<file path="config.mk">
export PLATFORM = sky130hd
export DESIGN_NAME = rscd_top
export DESIGN_NICKNAME = d
export VERILOG_FILES = /design/src/pkg/rscd_pkg.sv /design/src/verilog/rscd_sync.sv /design/src/verilog/rscd_top.sv
export SDC_FILE = /design/constraint.sdc
export NUM_CORES = 1
export LEC_CHECK = 0
export ABC_AREA = 0
export BUFFER_PORTS_ARGS = -buffer_cell sky130_fd_sc_hd__buf_2
export CORE_MARGIN = 3
export CORE_UTILIZATION = 49
export DETAILED_ROUTE_END_ITERATION = 10
export GPL_TIMING_DRIVEN = 0
export PLACE_DENSITY_LB_ADDON = 0.15
export SYNTH_ARGS = -nofsm -noshare
export SYNTH_HDL_FRONTEND = slang
export SYNTH_SLANG_ARGS = --single-unit
export TNS_END_PERCENT = 5
</file>
<file path="constraint.sdc">
create_clock -name core_clk_i -period 3.8 [get_ports core_clk_i]
set_input_delay 0.76 -clock core_clk_i [delete_from_list [all_inputs] [get_ports core_clk_i]]
set_output_delay 0.76 -clock core_clk_i [all_outputs]
set_load 0.05 [all_outputs]
</file>
<file path="src/pkg/rscd_pkg.sv">
// Purpose: Shared constants and types for the reset strap configuration decoder.
// Assumes: Strap class codes come from an external resistor-sense front end.
// Notes:   All encodings used by more than one file live here.

package rscd_pkg;

    // ------------------------------------------------------------------
    // Sizes
    // ------------------------------------------------------------------
    localparam int unsigned NUM_PORTS   = 2;
    localparam int unsigned CLASS_W     = 2;
    localparam int unsigned SYNC_STAGES = 2;

    // ------------------------------------------------------------------
    // Strap word layout, lowest bit of each class field
    // ------------------------------------------------------------------
    localparam int unsigned STRAP_W      = 12;
    localparam int unsigned FLD_DATA_OUT = 10;
    localparam int unsigned FLD_CLOCK    = 8;
    localparam int unsigned FLD_FIXED    = 6;
    localparam int unsigned FLD_CHARGE   = 4;
    localparam int unsigned FLD_POS      = 2;
    localparam int unsigned FLD_NEG      = 0;

    // ------------------------------------------------------------------
    // Strap class codes from the resistor-sense front end
    // ------------------------------------------------------------------
    localparam logic [1:0] CLASS_WEAK_DOWN   = 2'h0;
    localparam logic [1:0] CLASS_WEAK_UP     = 2'h1;
    localparam logic [1:0] CLASS_STRONG_DOWN = 2'h2;

    // Two-level serial strap class: pull-up seen, or nothing seen.
    localparam logic [1:0] SER_NONE   = 2'h0;
    localparam logic [1:0] SER_PULLUP = 2'h1;

    // ------------------------------------------------------------------
    // Decoded per-port masks, bit 0 is port 1
    // ------------------------------------------------------------------
    localparam logic [1:0] MASK_NONE  = 2'h0;
    localparam logic [1:0] MASK_P1    = 2'h1;
    localparam logic [1:0] MASK_P1_P2 = 2'h3;

    // ------------------------------------------------------------------
    // Serial pin mode
    // ------------------------------------------------------------------
    localparam logic MODE_SPI   = 1'b0;
    localparam logic MODE_SMBUS = 1'b1;

    // ------------------------------------------------------------------
    // Boot sequencer states
    // ------------------------------------------------------------------
    typedef enum logic [3:0] {
        ST_RESET     = 4'h1,
        ST_LATCH     = 4'h2,
        ST_HOST_CFG  = 4'h4,
        ST_OTP_CFG   = 4'h8
    } rscd_state_type;

endpackage

</file>
<file path="src/verilog/rscd_sync.sv">
// Purpose: Two-flop synchroniser for a bus of pin-level inputs.
// Assumes: Each bit is a slowly moving level; no word coherence is needed.
// Notes:   The first stage feeds only the second stage. There is no reset.

`timescale 1ns/10ps

module rscd_sync #(
    parameter int unsigned WIDTH = 1
) (
    input  wire logic             core_clk_i, // Core clock.
    input  wire logic [WIDTH-1:0] async_i,    // Asynchronous inputs.
    output logic      [WIDTH-1:0] sync_o      // Synchronised outputs.
);

    logic [WIDTH-1:0] stage1;

    // The flops keep sampling while the core is held in reset, so the level
    // handed over at release is the pin level and not a cleared value.
    always_ff @(posedge core_clk_i) begin
        stage1 <= async_i;
        sync_o <= stage1;
    end

endmodule

</file>
<file path="src/verilog/rscd_top.sv">
// Purpose: Captures board configuration straps at reset release and decodes them.
// Assumes: Strap pins are stable while reset is held; classes come pre-sensed.
// Notes:   Straps are read once per reset; later pin traffic is ignored.

`timescale 1ns/10ps

module rscd_top (
    input  wire logic       core_clk_i,             // Core clock, 50 MHz.
    input  wire logic       rst_n_i,                // Reset, sync, active low.
    input  wire logic [1:0] data_out_class_i,       // Serial data-out strap class.
    input  wire logic [1:0] clock_class_i,          // Serial clock strap class.
    input  wire logic [1:0] fixed_port_strap_i,     // Fixed-port strap class.
    input  wire logic [1:0] charging_strap_i,       // Charging strap class.
    input  wire logic [1:0] port_pos_line_off_i,    // Positive-line off straps.
    input  wire logic [1:0] port_neg_line_off_i,    // Negative-line off straps.
    input  wire logic       cfg_end_write_i,        // End-of-config write pulse.
    output logic            smbus_mode_o,           // 1 SMBus slave, 0 SPI master.
    output logic            pins_functional_o,      // Pins in functional role.
    output logic            spi_pins_en_o,          // SPI pin functions enabled.
    output logic            smbus_pins_en_o,        // SMBus pin functions enabled.
    output logic [1:0]      usb2_port_off_o,        // USB 2.0 port disabled mask.
    output logic [1:0]      usb3_port_off_o,        // USB 3 port disabled mask.
    output logic [1:0]      pos_line_off_o,         // Positive line disabled mask.
    output logic [1:0]      neg_line_off_o,         // Negative line disabled mask.
    output logic [1:0]      fixed_port_o,           // Non-removable port mask.
    output logic [1:0]      charge_en_o,            // Charging enabled port mask.
    output logic            host_cfg_stage_o,       // In host-configuration stage.
    output logic            otp_cfg_stage_o         // In OTP configuration stage.
);

    // ------------------------------------------------------------------
    // Pin synchronisation
    // ------------------------------------------------------------------
    // The synchroniser carries no reset: it keeps sampling while the core is
    // held in reset, so the level it hands over at release is the strap fit
    // itself and not a cleared flop.
    logic [rscd_pkg::STRAP_W-1:0] pins_sync;
    logic [rscd_pkg::STRAP_W-1:0] pins_raw;

    assign pins_raw = {data_out_class_i, clock_class_i, fixed_port_strap_i,
                       charging_strap_i, port_pos_line_off_i, port_neg_line_off_i};

    rscd_sync #(
        .WIDTH      (rscd_pkg::STRAP_W)
    ) u_sync (
        .core_clk_i (core_clk_i),
        .async_i    (pins_raw),
        .sync_o     (pins_sync)
    );

    // Field order follows the concatenation above, data-out class on top.
    wire [1:0] s_data_out = pins_sync[rscd_pkg::FLD_DATA_OUT +: rscd_pkg::CLASS_W];
    wire [1:0] s_clock    = pins_sync[rscd_pkg::FLD_CLOCK +: rscd_pkg::CLASS_W];
    wire [1:0] s_fixed    = pins_sync[rscd_pkg::FLD_FIXED +: rscd_pkg::CLASS_W];
    wire [1:0] s_charge   = pins_sync[rscd_pkg::FLD_CHARGE +: rscd_pkg::CLASS_W];
    wire [1:0] s_pos      = pins_sync[rscd_pkg::FLD_POS +: rscd_pkg::CLASS_W];
    wire [1:0] s_neg      = pins_sync[rscd_pkg::FLD_NEG +: rscd_pkg::CLASS_W];

    // ------------------------------------------------------------------
    // Decode helpers
    // ------------------------------------------------------------------
    // Both three-level straps share one encoding, so one function serves.
    // Class 3 is never fitted on a board; it lands in the default branch so a
    // sensing glitch gives the safest setting rather than an odd mask.
    function automatic logic [1:0] decode_three_level(input logic [1:0] cls);
        case (cls)
            rscd_pkg::CLASS_WEAK_UP:     decode_three_level = rscd_pkg::MASK_P1;
            rscd_pkg::CLASS_STRONG_DOWN: decode_three_level = rscd_pkg::MASK_P1_P2;
            default:                     decode_three_level = rscd_pkg::MASK_NONE;
        endcase
    endfunction

    // ------------------------------------------------------------------
    // Strap capture
    // ------------------------------------------------------------------
    // The capture flops load once, on the first edge after release. The
    // synchroniser delay means the value taken is the pin level two edges
    // earlier, still inside reset, which the board must hold stable; later
    // pin traffic cannot reach the decode.
    logic [1:0] cap_data_out;
    logic [1:0] cap_clock;
    logic [1:0] cap_fixed;
    logic [1:0] cap_charge;
    logic [1:0] cap_pos;
    logic [1:0] cap_neg;
    // Set once per reset; nothing but reset clears it.
    logic       captured;

    rscd_pkg::rscd_state_type state;
    rscd_pkg::rscd_state_type next_state;

    always_ff @(posedge core_clk_i) begin
        if (!rst_n_i) begin
            cap_data_out <= rscd_pkg::SER_NONE;
            cap_clock    <= rscd_pkg::SER_NONE;
            cap_fixed    <= rscd_pkg::CLASS_WEAK_DOWN;
            cap_charge   <= rscd_pkg::CLASS_WEAK_DOWN;
            cap_pos      <= rscd_pkg::MASK_NONE;
            cap_neg      <= rscd_pkg::MASK_NONE;
            captured     <= 1'b0;
        end else if (!captured) begin
            cap_data_out <= s_data_out;
            cap_clock    <= s_clock;
            cap_fixed    <= s_fixed;
            cap_charge   <= s_charge;
            cap_pos      <= s_pos;
            cap_neg      <= s_neg;
            captured     <= 1'b1;
        end
    end

    // ------------------------------------------------------------------
    // Decode of captured straps
    // ------------------------------------------------------------------
    // Only a pull-up on both serial straps means a host is fitted; any other
    // fit, odd codes included, falls back to SPI, which needs no host.
    wire       smbus_sel = (cap_data_out == rscd_pkg::SER_PULLUP) &&
                           (cap_clock == rscd_pkg::SER_PULLUP);
    wire [1:0] pos_off   = cap_pos;
    wire [1:0] neg_off   = cap_neg;
    // One high line strap only parks that line; the port goes off with both.
    wire [1:0] port_off  = pos_off & neg_off;
    wire [1:0] fixed_dec = decode_three_level(cap_fixed);
    wire [1:0] chg_dec   = decode_three_level(cap_charge);

    // ------------------------------------------------------------------
    // Boot sequencer
    // ------------------------------------------------------------------
    always_comb begin
        next_state = state;
        case (state)
            rscd_pkg::ST_RESET: begin
                // Leave on the first edge with reset released.
                next_state = rscd_pkg::ST_LATCH;
            end
            rscd_pkg::ST_LATCH: begin
                if (captured) begin
                    next_state = smbus_sel ? rscd_pkg::ST_HOST_CFG
                                           : rscd_pkg::ST_OTP_CFG;
                end
            end
            rscd_pkg::ST_HOST_CFG: begin
                // No timeout: a host that never writes keeps the hub here.
                if (cfg_end_write_i) begin
                    next_state = rscd_pkg::ST_OTP_CFG;
                end
            end
            rscd_pkg::ST_OTP_CFG: begin
                // Final stage: only a new reset leaves it, so late writes are ignored.
                next_state = rscd_pkg::ST_OTP_CFG;
            end
            default: begin
                // A corrupted state code restarts the sequence rather than locking it.
                next_state = rscd_pkg::ST_RESET;
            end
        endcase
    end

    always_ff @(posedge core_clk_i) begin
        if (!rst_n_i) begin
            state <= rscd_pkg::ST_RESET;
        end else begin
            state <= next_state;
        end
    end

    // Decoded outputs load exactly once, as the sequencer leaves the latch stage.
    wire leaving_latch = (state == rscd_pkg::ST_LATCH) && captured;

    // ------------------------------------------------------------------
    // Registered outputs
    // ------------------------------------------------------------------
    always_ff @(posedge core_clk_i) begin
        if (!rst_n_i) begin
            smbus_mode_o      <= rscd_pkg::MODE_SPI;
            pins_functional_o <= 1'b0;
            spi_pins_en_o     <= 1'b0;
            smbus_pins_en_o   <= 1'b0;
            usb2_port_off_o   <= rscd_pkg::MASK_NONE;
            usb3_port_off_o   <= rscd_pkg::MASK_NONE;
            pos_line_off_o    <= rscd_pkg::MASK_NONE;
            neg_line_off_o    <= rscd_pkg::MASK_NONE;
            fixed_port_o      <= rscd_pkg::MASK_NONE;
            charge_en_o       <= rscd_pkg::MASK_NONE;
            host_cfg_stage_o  <= 1'b0;
            otp_cfg_stage_o   <= 1'b0;
        end else begin
            if (leaving_latch) begin
                smbus_mode_o      <= smbus_sel;
                pins_functional_o <= 1'b1;
                spi_pins_en_o     <= !smbus_sel;
                smbus_pins_en_o   <= smbus_sel;
                usb2_port_off_o   <= port_off;
                usb3_port_off_o   <= port_off;
                pos_line_off_o    <= pos_off;
                neg_line_off_o    <= neg_off;
                fixed_port_o      <= fixed_dec;
                charge_en_o       <= chg_dec;
            end
            // Stage outputs follow next_state so they change on the same edge as
            // the state register; one compare each, but no extra cycle of delay.
            host_cfg_stage_o <= (next_state == rscd_pkg::ST_HOST_CFG);
            otp_cfg_stage_o  <= (next_state == rscd_pkg::ST_OTP_CFG);
        end
    end

endmodule

</file>
=== Yosys cells after proc, flatten, opt, wreduce, memory -nomap -nowiden ===
Cells that the tools add are included.

* Equality and inequality tests: 12
* Multiplexer cells: 7
* Bitwise gates (word level): 1
* Reductions and logical operators: 3

{| class="wikitable"
|+ Operators with widths
! operator !! number
|-
| one-hot mux 4 bit (4 select lines) || 1
|-
| 2-to-1 mux 4 bit || 3
|-
| == test 2 x 1 -> 1 bit (second input constant) || 4
|-
| == test 4 x 3 -> 1 bit (second input constant) || 2
|-
| == test 4 bit (second input constant) || 2
|-
| one-hot mux 2 bit (2 select lines) || 2
|-
| == test 2 bit (second input constant) || 2
|-
| == test 4 x 1 -> 1 bit (second input constant) || 1
|-
| == test 4 x 2 -> 1 bit (second input constant) || 1
|-
| bitwise AND 2 bit || 1
|-
| logical AND 1 bit || 2
|-
| logical NOT 1 bit || 1
|-
| 2-to-1 mux 1 bit || 1
|}

* Bits in registers: 56
* Input bits: 15
* Output and inout bits: 18
* Word-level logic and storage cells: 43

=== Logic depth before layout (Yosys ltp) ===
* Depth after elaboration: 6
* Depth in mapped cells: 5
* Depth with buffers taken out: 4

=== Hierarchy ===
A second synthesis with hierarchy kept.

* Cells, all modules: 155
* Area total of the unflattened synthesis: 1729.2 um2

{| class="wikitable"
|+ Modules (own cells, without submodules)
! module !! instances !! cells each !! area each (um2) !! seq. area each (um2)
|-
| rscd_top || 1 || 131 || 1248.7 || 640.6
|-
| rscd_sync || 1 || 24 || 480.5 || 480.5
|}

=== Least setup slack after synthesis ===
OpenSTA, ideal clock, no wires.

* Kind: reg2out
* Start: reg smbus_pins_en_o
* End: out smbus_pins_en_o
* Arrival: 0.908 ns
* Required time: 3.040 ns
* Slack: 2.132 ns
* Stages on the path, launching flop included: 2
* Buffers on the path: 1
* Cell sequence: dfxtp_1 > buf_4

{| class="wikitable"
|+ RTL lines
! item !! RTL line !! text
|-
| start, declared || rscd_top.sv:20 || <nowiki>output logic smbus_pins_en_o,</nowiki>
|-
| start signal, assigned || rscd_top.sv:192 || <nowiki>smbus_pins_en_o <= smbus_sel;</nowiki>
|}

No word-level cell between the ends.

=== Worst setup path in the final report ===
* Start: reg usb3_port_off_o[1]
* End: out usb3_port_off_o[1]

{| class="wikitable"
|+ RTL lines
! item !! RTL line !! text
|-
| start, declared || rscd_top.sv:22 || <nowiki>output logic [1:0] usb3_port_off_o,</nowiki>
|-
| start signal, assigned || rscd_top.sv:180 || <nowiki>usb3_port_off_o <= rscd_pkg::MASK_NONE;</nowiki>
|-
| start signal, assigned || rscd_top.sv:194 || <nowiki>usb3_port_off_o <= port_off;</nowiki>
|}

No word-level cell between the ends.

==> out/metrics.cfg <==
[run_status]
status = complete, no violations

[setup_path]
cp-startpoint = usb3_port_off_o[1]$_SDFFE_PN0P_
worst-path-stages = 2
critPathKind = reg -> out
crit_required_ns = 3.04
reg2reg_depth = 5
reg2reg_from = state[3]$_SDFF_PN0_
crit_chain = buf_4 > buf_2
cp.arrival_ns = 1.09
setup.worst_path.end_class = output port
path_max_fanout = 3
r2r_setup_slack_ns = 2.11
critPathLaunchType = flip-flop
slowest_stage = dfxtp_1
slowest_delay_ns = 0.37
path_buf_inv = 2
critPathTopFamily = flip-flops

[grt]
grt_overflow = 0
grt_pass1_wl_mm = 4.73
grt_pass1_vias = 1084
grt_max_degree = 18
gr-usage-all-layers_pct = 14.7
antenna_found_initial = 0

[timing]
fin_setup_tns_ns = 0
maxSlewHeadroom_pct = 65.3
skew_ns = 0.00521
hold_violations = 0
period_needed_ns = 1.85
slew_viol_final = 0
min_period_over_period_pct = 48.6
fmax_mhz = 541
setup_viol = 0
rsz0062_at_grt = false
worst_pin_slew_ns = 0.518

[clock_network]
clkSlewWorstSetupHoldPaths_ns = 0.14
cts_tree = yes
clk_latency_ns = 0.37
cts_resized = 0
clock_path_buffers = 2
root_buffer = clkbuf_4
h-tree-depth = 2
postCtsSetupBuffers = 0
clock-sinks = 56
numCtsBuffers = 5
cts_hold_buf = 0

[synth]
synth_cell_types = 29
synth_area_leaders = dfxtp_1 65%, mux2i_1 6.9%, a21oi_1 3.5%
ys_ff_latch = 56
synthCells = 154
syn_area_per_cell_sq_um = 11.2
netlist_area_sq_um = 1730
synth-seq-area-share_pct = 64.8
synth_edf_count = 0
synth_area_leader_cell = dfxtp_1
async_reset_ff_share_pct = 0
synthFlopType = dfxtp_1
synth_warnings = 0
syn_nets = 171
synth.top_cell.area_share_pct = 64.8

[finish]
n_antenna_cell = 0
fin_util_pct = 63.2
final_cell_mix = 56 x dfxtp_1, 34 x buf_2, 14 x nor2_1
drive_gt1_share_pct = 23.7
area_delta_synth_final_pct = 17.1
fin_nets = 210
final_common_cell = dfxtp_1

[routing]
firstDrtPassIters = 4
drtAntennaViolNets = 0
avgViaCountPerCell = 4.88
wl_mm = 2.70
post-route-drc-count = 0
vias = 1162
drt_iter0_drc = 45
drt-wirelength-per-cell_um = 11.3

[placement]
dp_hpwl_mm = 1.98
port_buffers = 32
gp_congestion = 0.751

[power]
p_leak_nw = 0.907
power_density_nw_per_um2 = 503
irDropWorstVdd_uv = 340

[min_path]
min_path_cells = 0
hold_path_class = reg -> reg
hold_path.startpoint = u_sync.stage1[4]$_DFF_P_

[die]
ioPinCount = 33
coreArea_sq_um = 3200
core.rowCount = 20
start_util_pct = 54.0
die_area_sq_um = 4280
die_w_um = 65.4
die_h_um = 65.4

[job]
maxCapViolCount = 0

[where the power goes]
group	total (mW)	switching [mW]	internal, mW
Sequential	0.629	0.0134	0.615
Combinational	0.0743	0.0450	0.0292
Clock	0.316	0.174	0.142
Total	1.02	0.232	0.786
[per-layer routing]
| metal | vias to the layer above | part of all wire (%) | track usage [%] | wire, um |
|---|---|---|---|---|
| li1 | 605 | - | - | - |
| met1 | 523 | 44 | 16.2 | 1190 |
| met2 | 29 | 48 | 24.7 | 1300 |
| met3 | 5 | 5.5 | 6.32 | 148 |
| met4 | 0 | 1.9 | 6.22 | 51 |
| met5 | - | 0 | 0 | 0 |
[cells in the mapped netlist (2+ instances only)]
master,instances
buf_1,2
nor3b_1,2
o21ai_0,10
nor4b_1,2
a21oi_1,12
ha_1,2
a211oi_1,7
mux2i_1,12
nand4_1,2
inv_1,4
buf_2,2
clkbuf_1,4
nor2_1,14
nand3_1,7
dfxtp_1,56
buf_4,3
[per-stage QoR]
stage	cell area (sq um)	total power, mW	instances	hold slack (ns)	setup WS, ns
after global placement	1950	0.712	230	0.310	2.19
after global routing	2030	1.07	238	0.351	1.87
after CTS	2030	1.03	238	0.344	1.93
after floorplan	1730	0.693	154	0.310	2.13
after detailed placement	1950	0.717	230	0.312	2.11
final	2030	1.02	238	0.343	1.95
[path summary, 6_finish.rpt]
path                                        to
hold / removal        u_sync.sync_o[4]$_DFF_P_
setup / recovery            usb3_port_off_o[1]
setup reg to reg  fixed_port_o[0]$_SDFFE_PN0P_
hold reg to reg       u_sync.sync_o[4]$_DFF_P_
[logic make-up (layout without fill, tap and decap cells)]
family,count (synthesis),in the layout,synth area share [%]
AO/OA/AOI/OAI,31,31,10.4
XOR/XNOR,1,1,0.506
adder cells (fa/ha/maj),2,2,1.45
buffers and inverters,17,57,4.92
flip-flops,56,56,64.8
multiplexers,12,12,6.94
AND/OR/NAND/NOR,35,35,11.0
[sequential cells by signal (all words and copies together), names as in the netlist, 2 cells and up]
name	count
fixed_port_o	2
cap_neg	2
pos_line_off_o	2
u_sync.stage1	12
charge_en_o	2
neg_line_off_o	2
state	4
usb3_port_off_o	2
cap_charge	2
cap_clock	2
cap_data_out	2
cap_pos	2
u_sync.sync_o	12
cap_fixed	2
[cell type report]
| class | instances | area, sq um |
|---|---|---|
| fill | 289 | 1180 |
| multi-input combinational | 81 | 524 |
| clock buffer | 6 | 41.3 |
| inverter | 5 | 18.8 |
| tap | 44 | 55.1 |
| timing repair buffer | 32 | 160 |
| buffer | 12 | 66.3 |
| clock inverter | 2 | 38.8 |
| sequential | 56 | 1120 |
(Power assumes the default switching activity.)
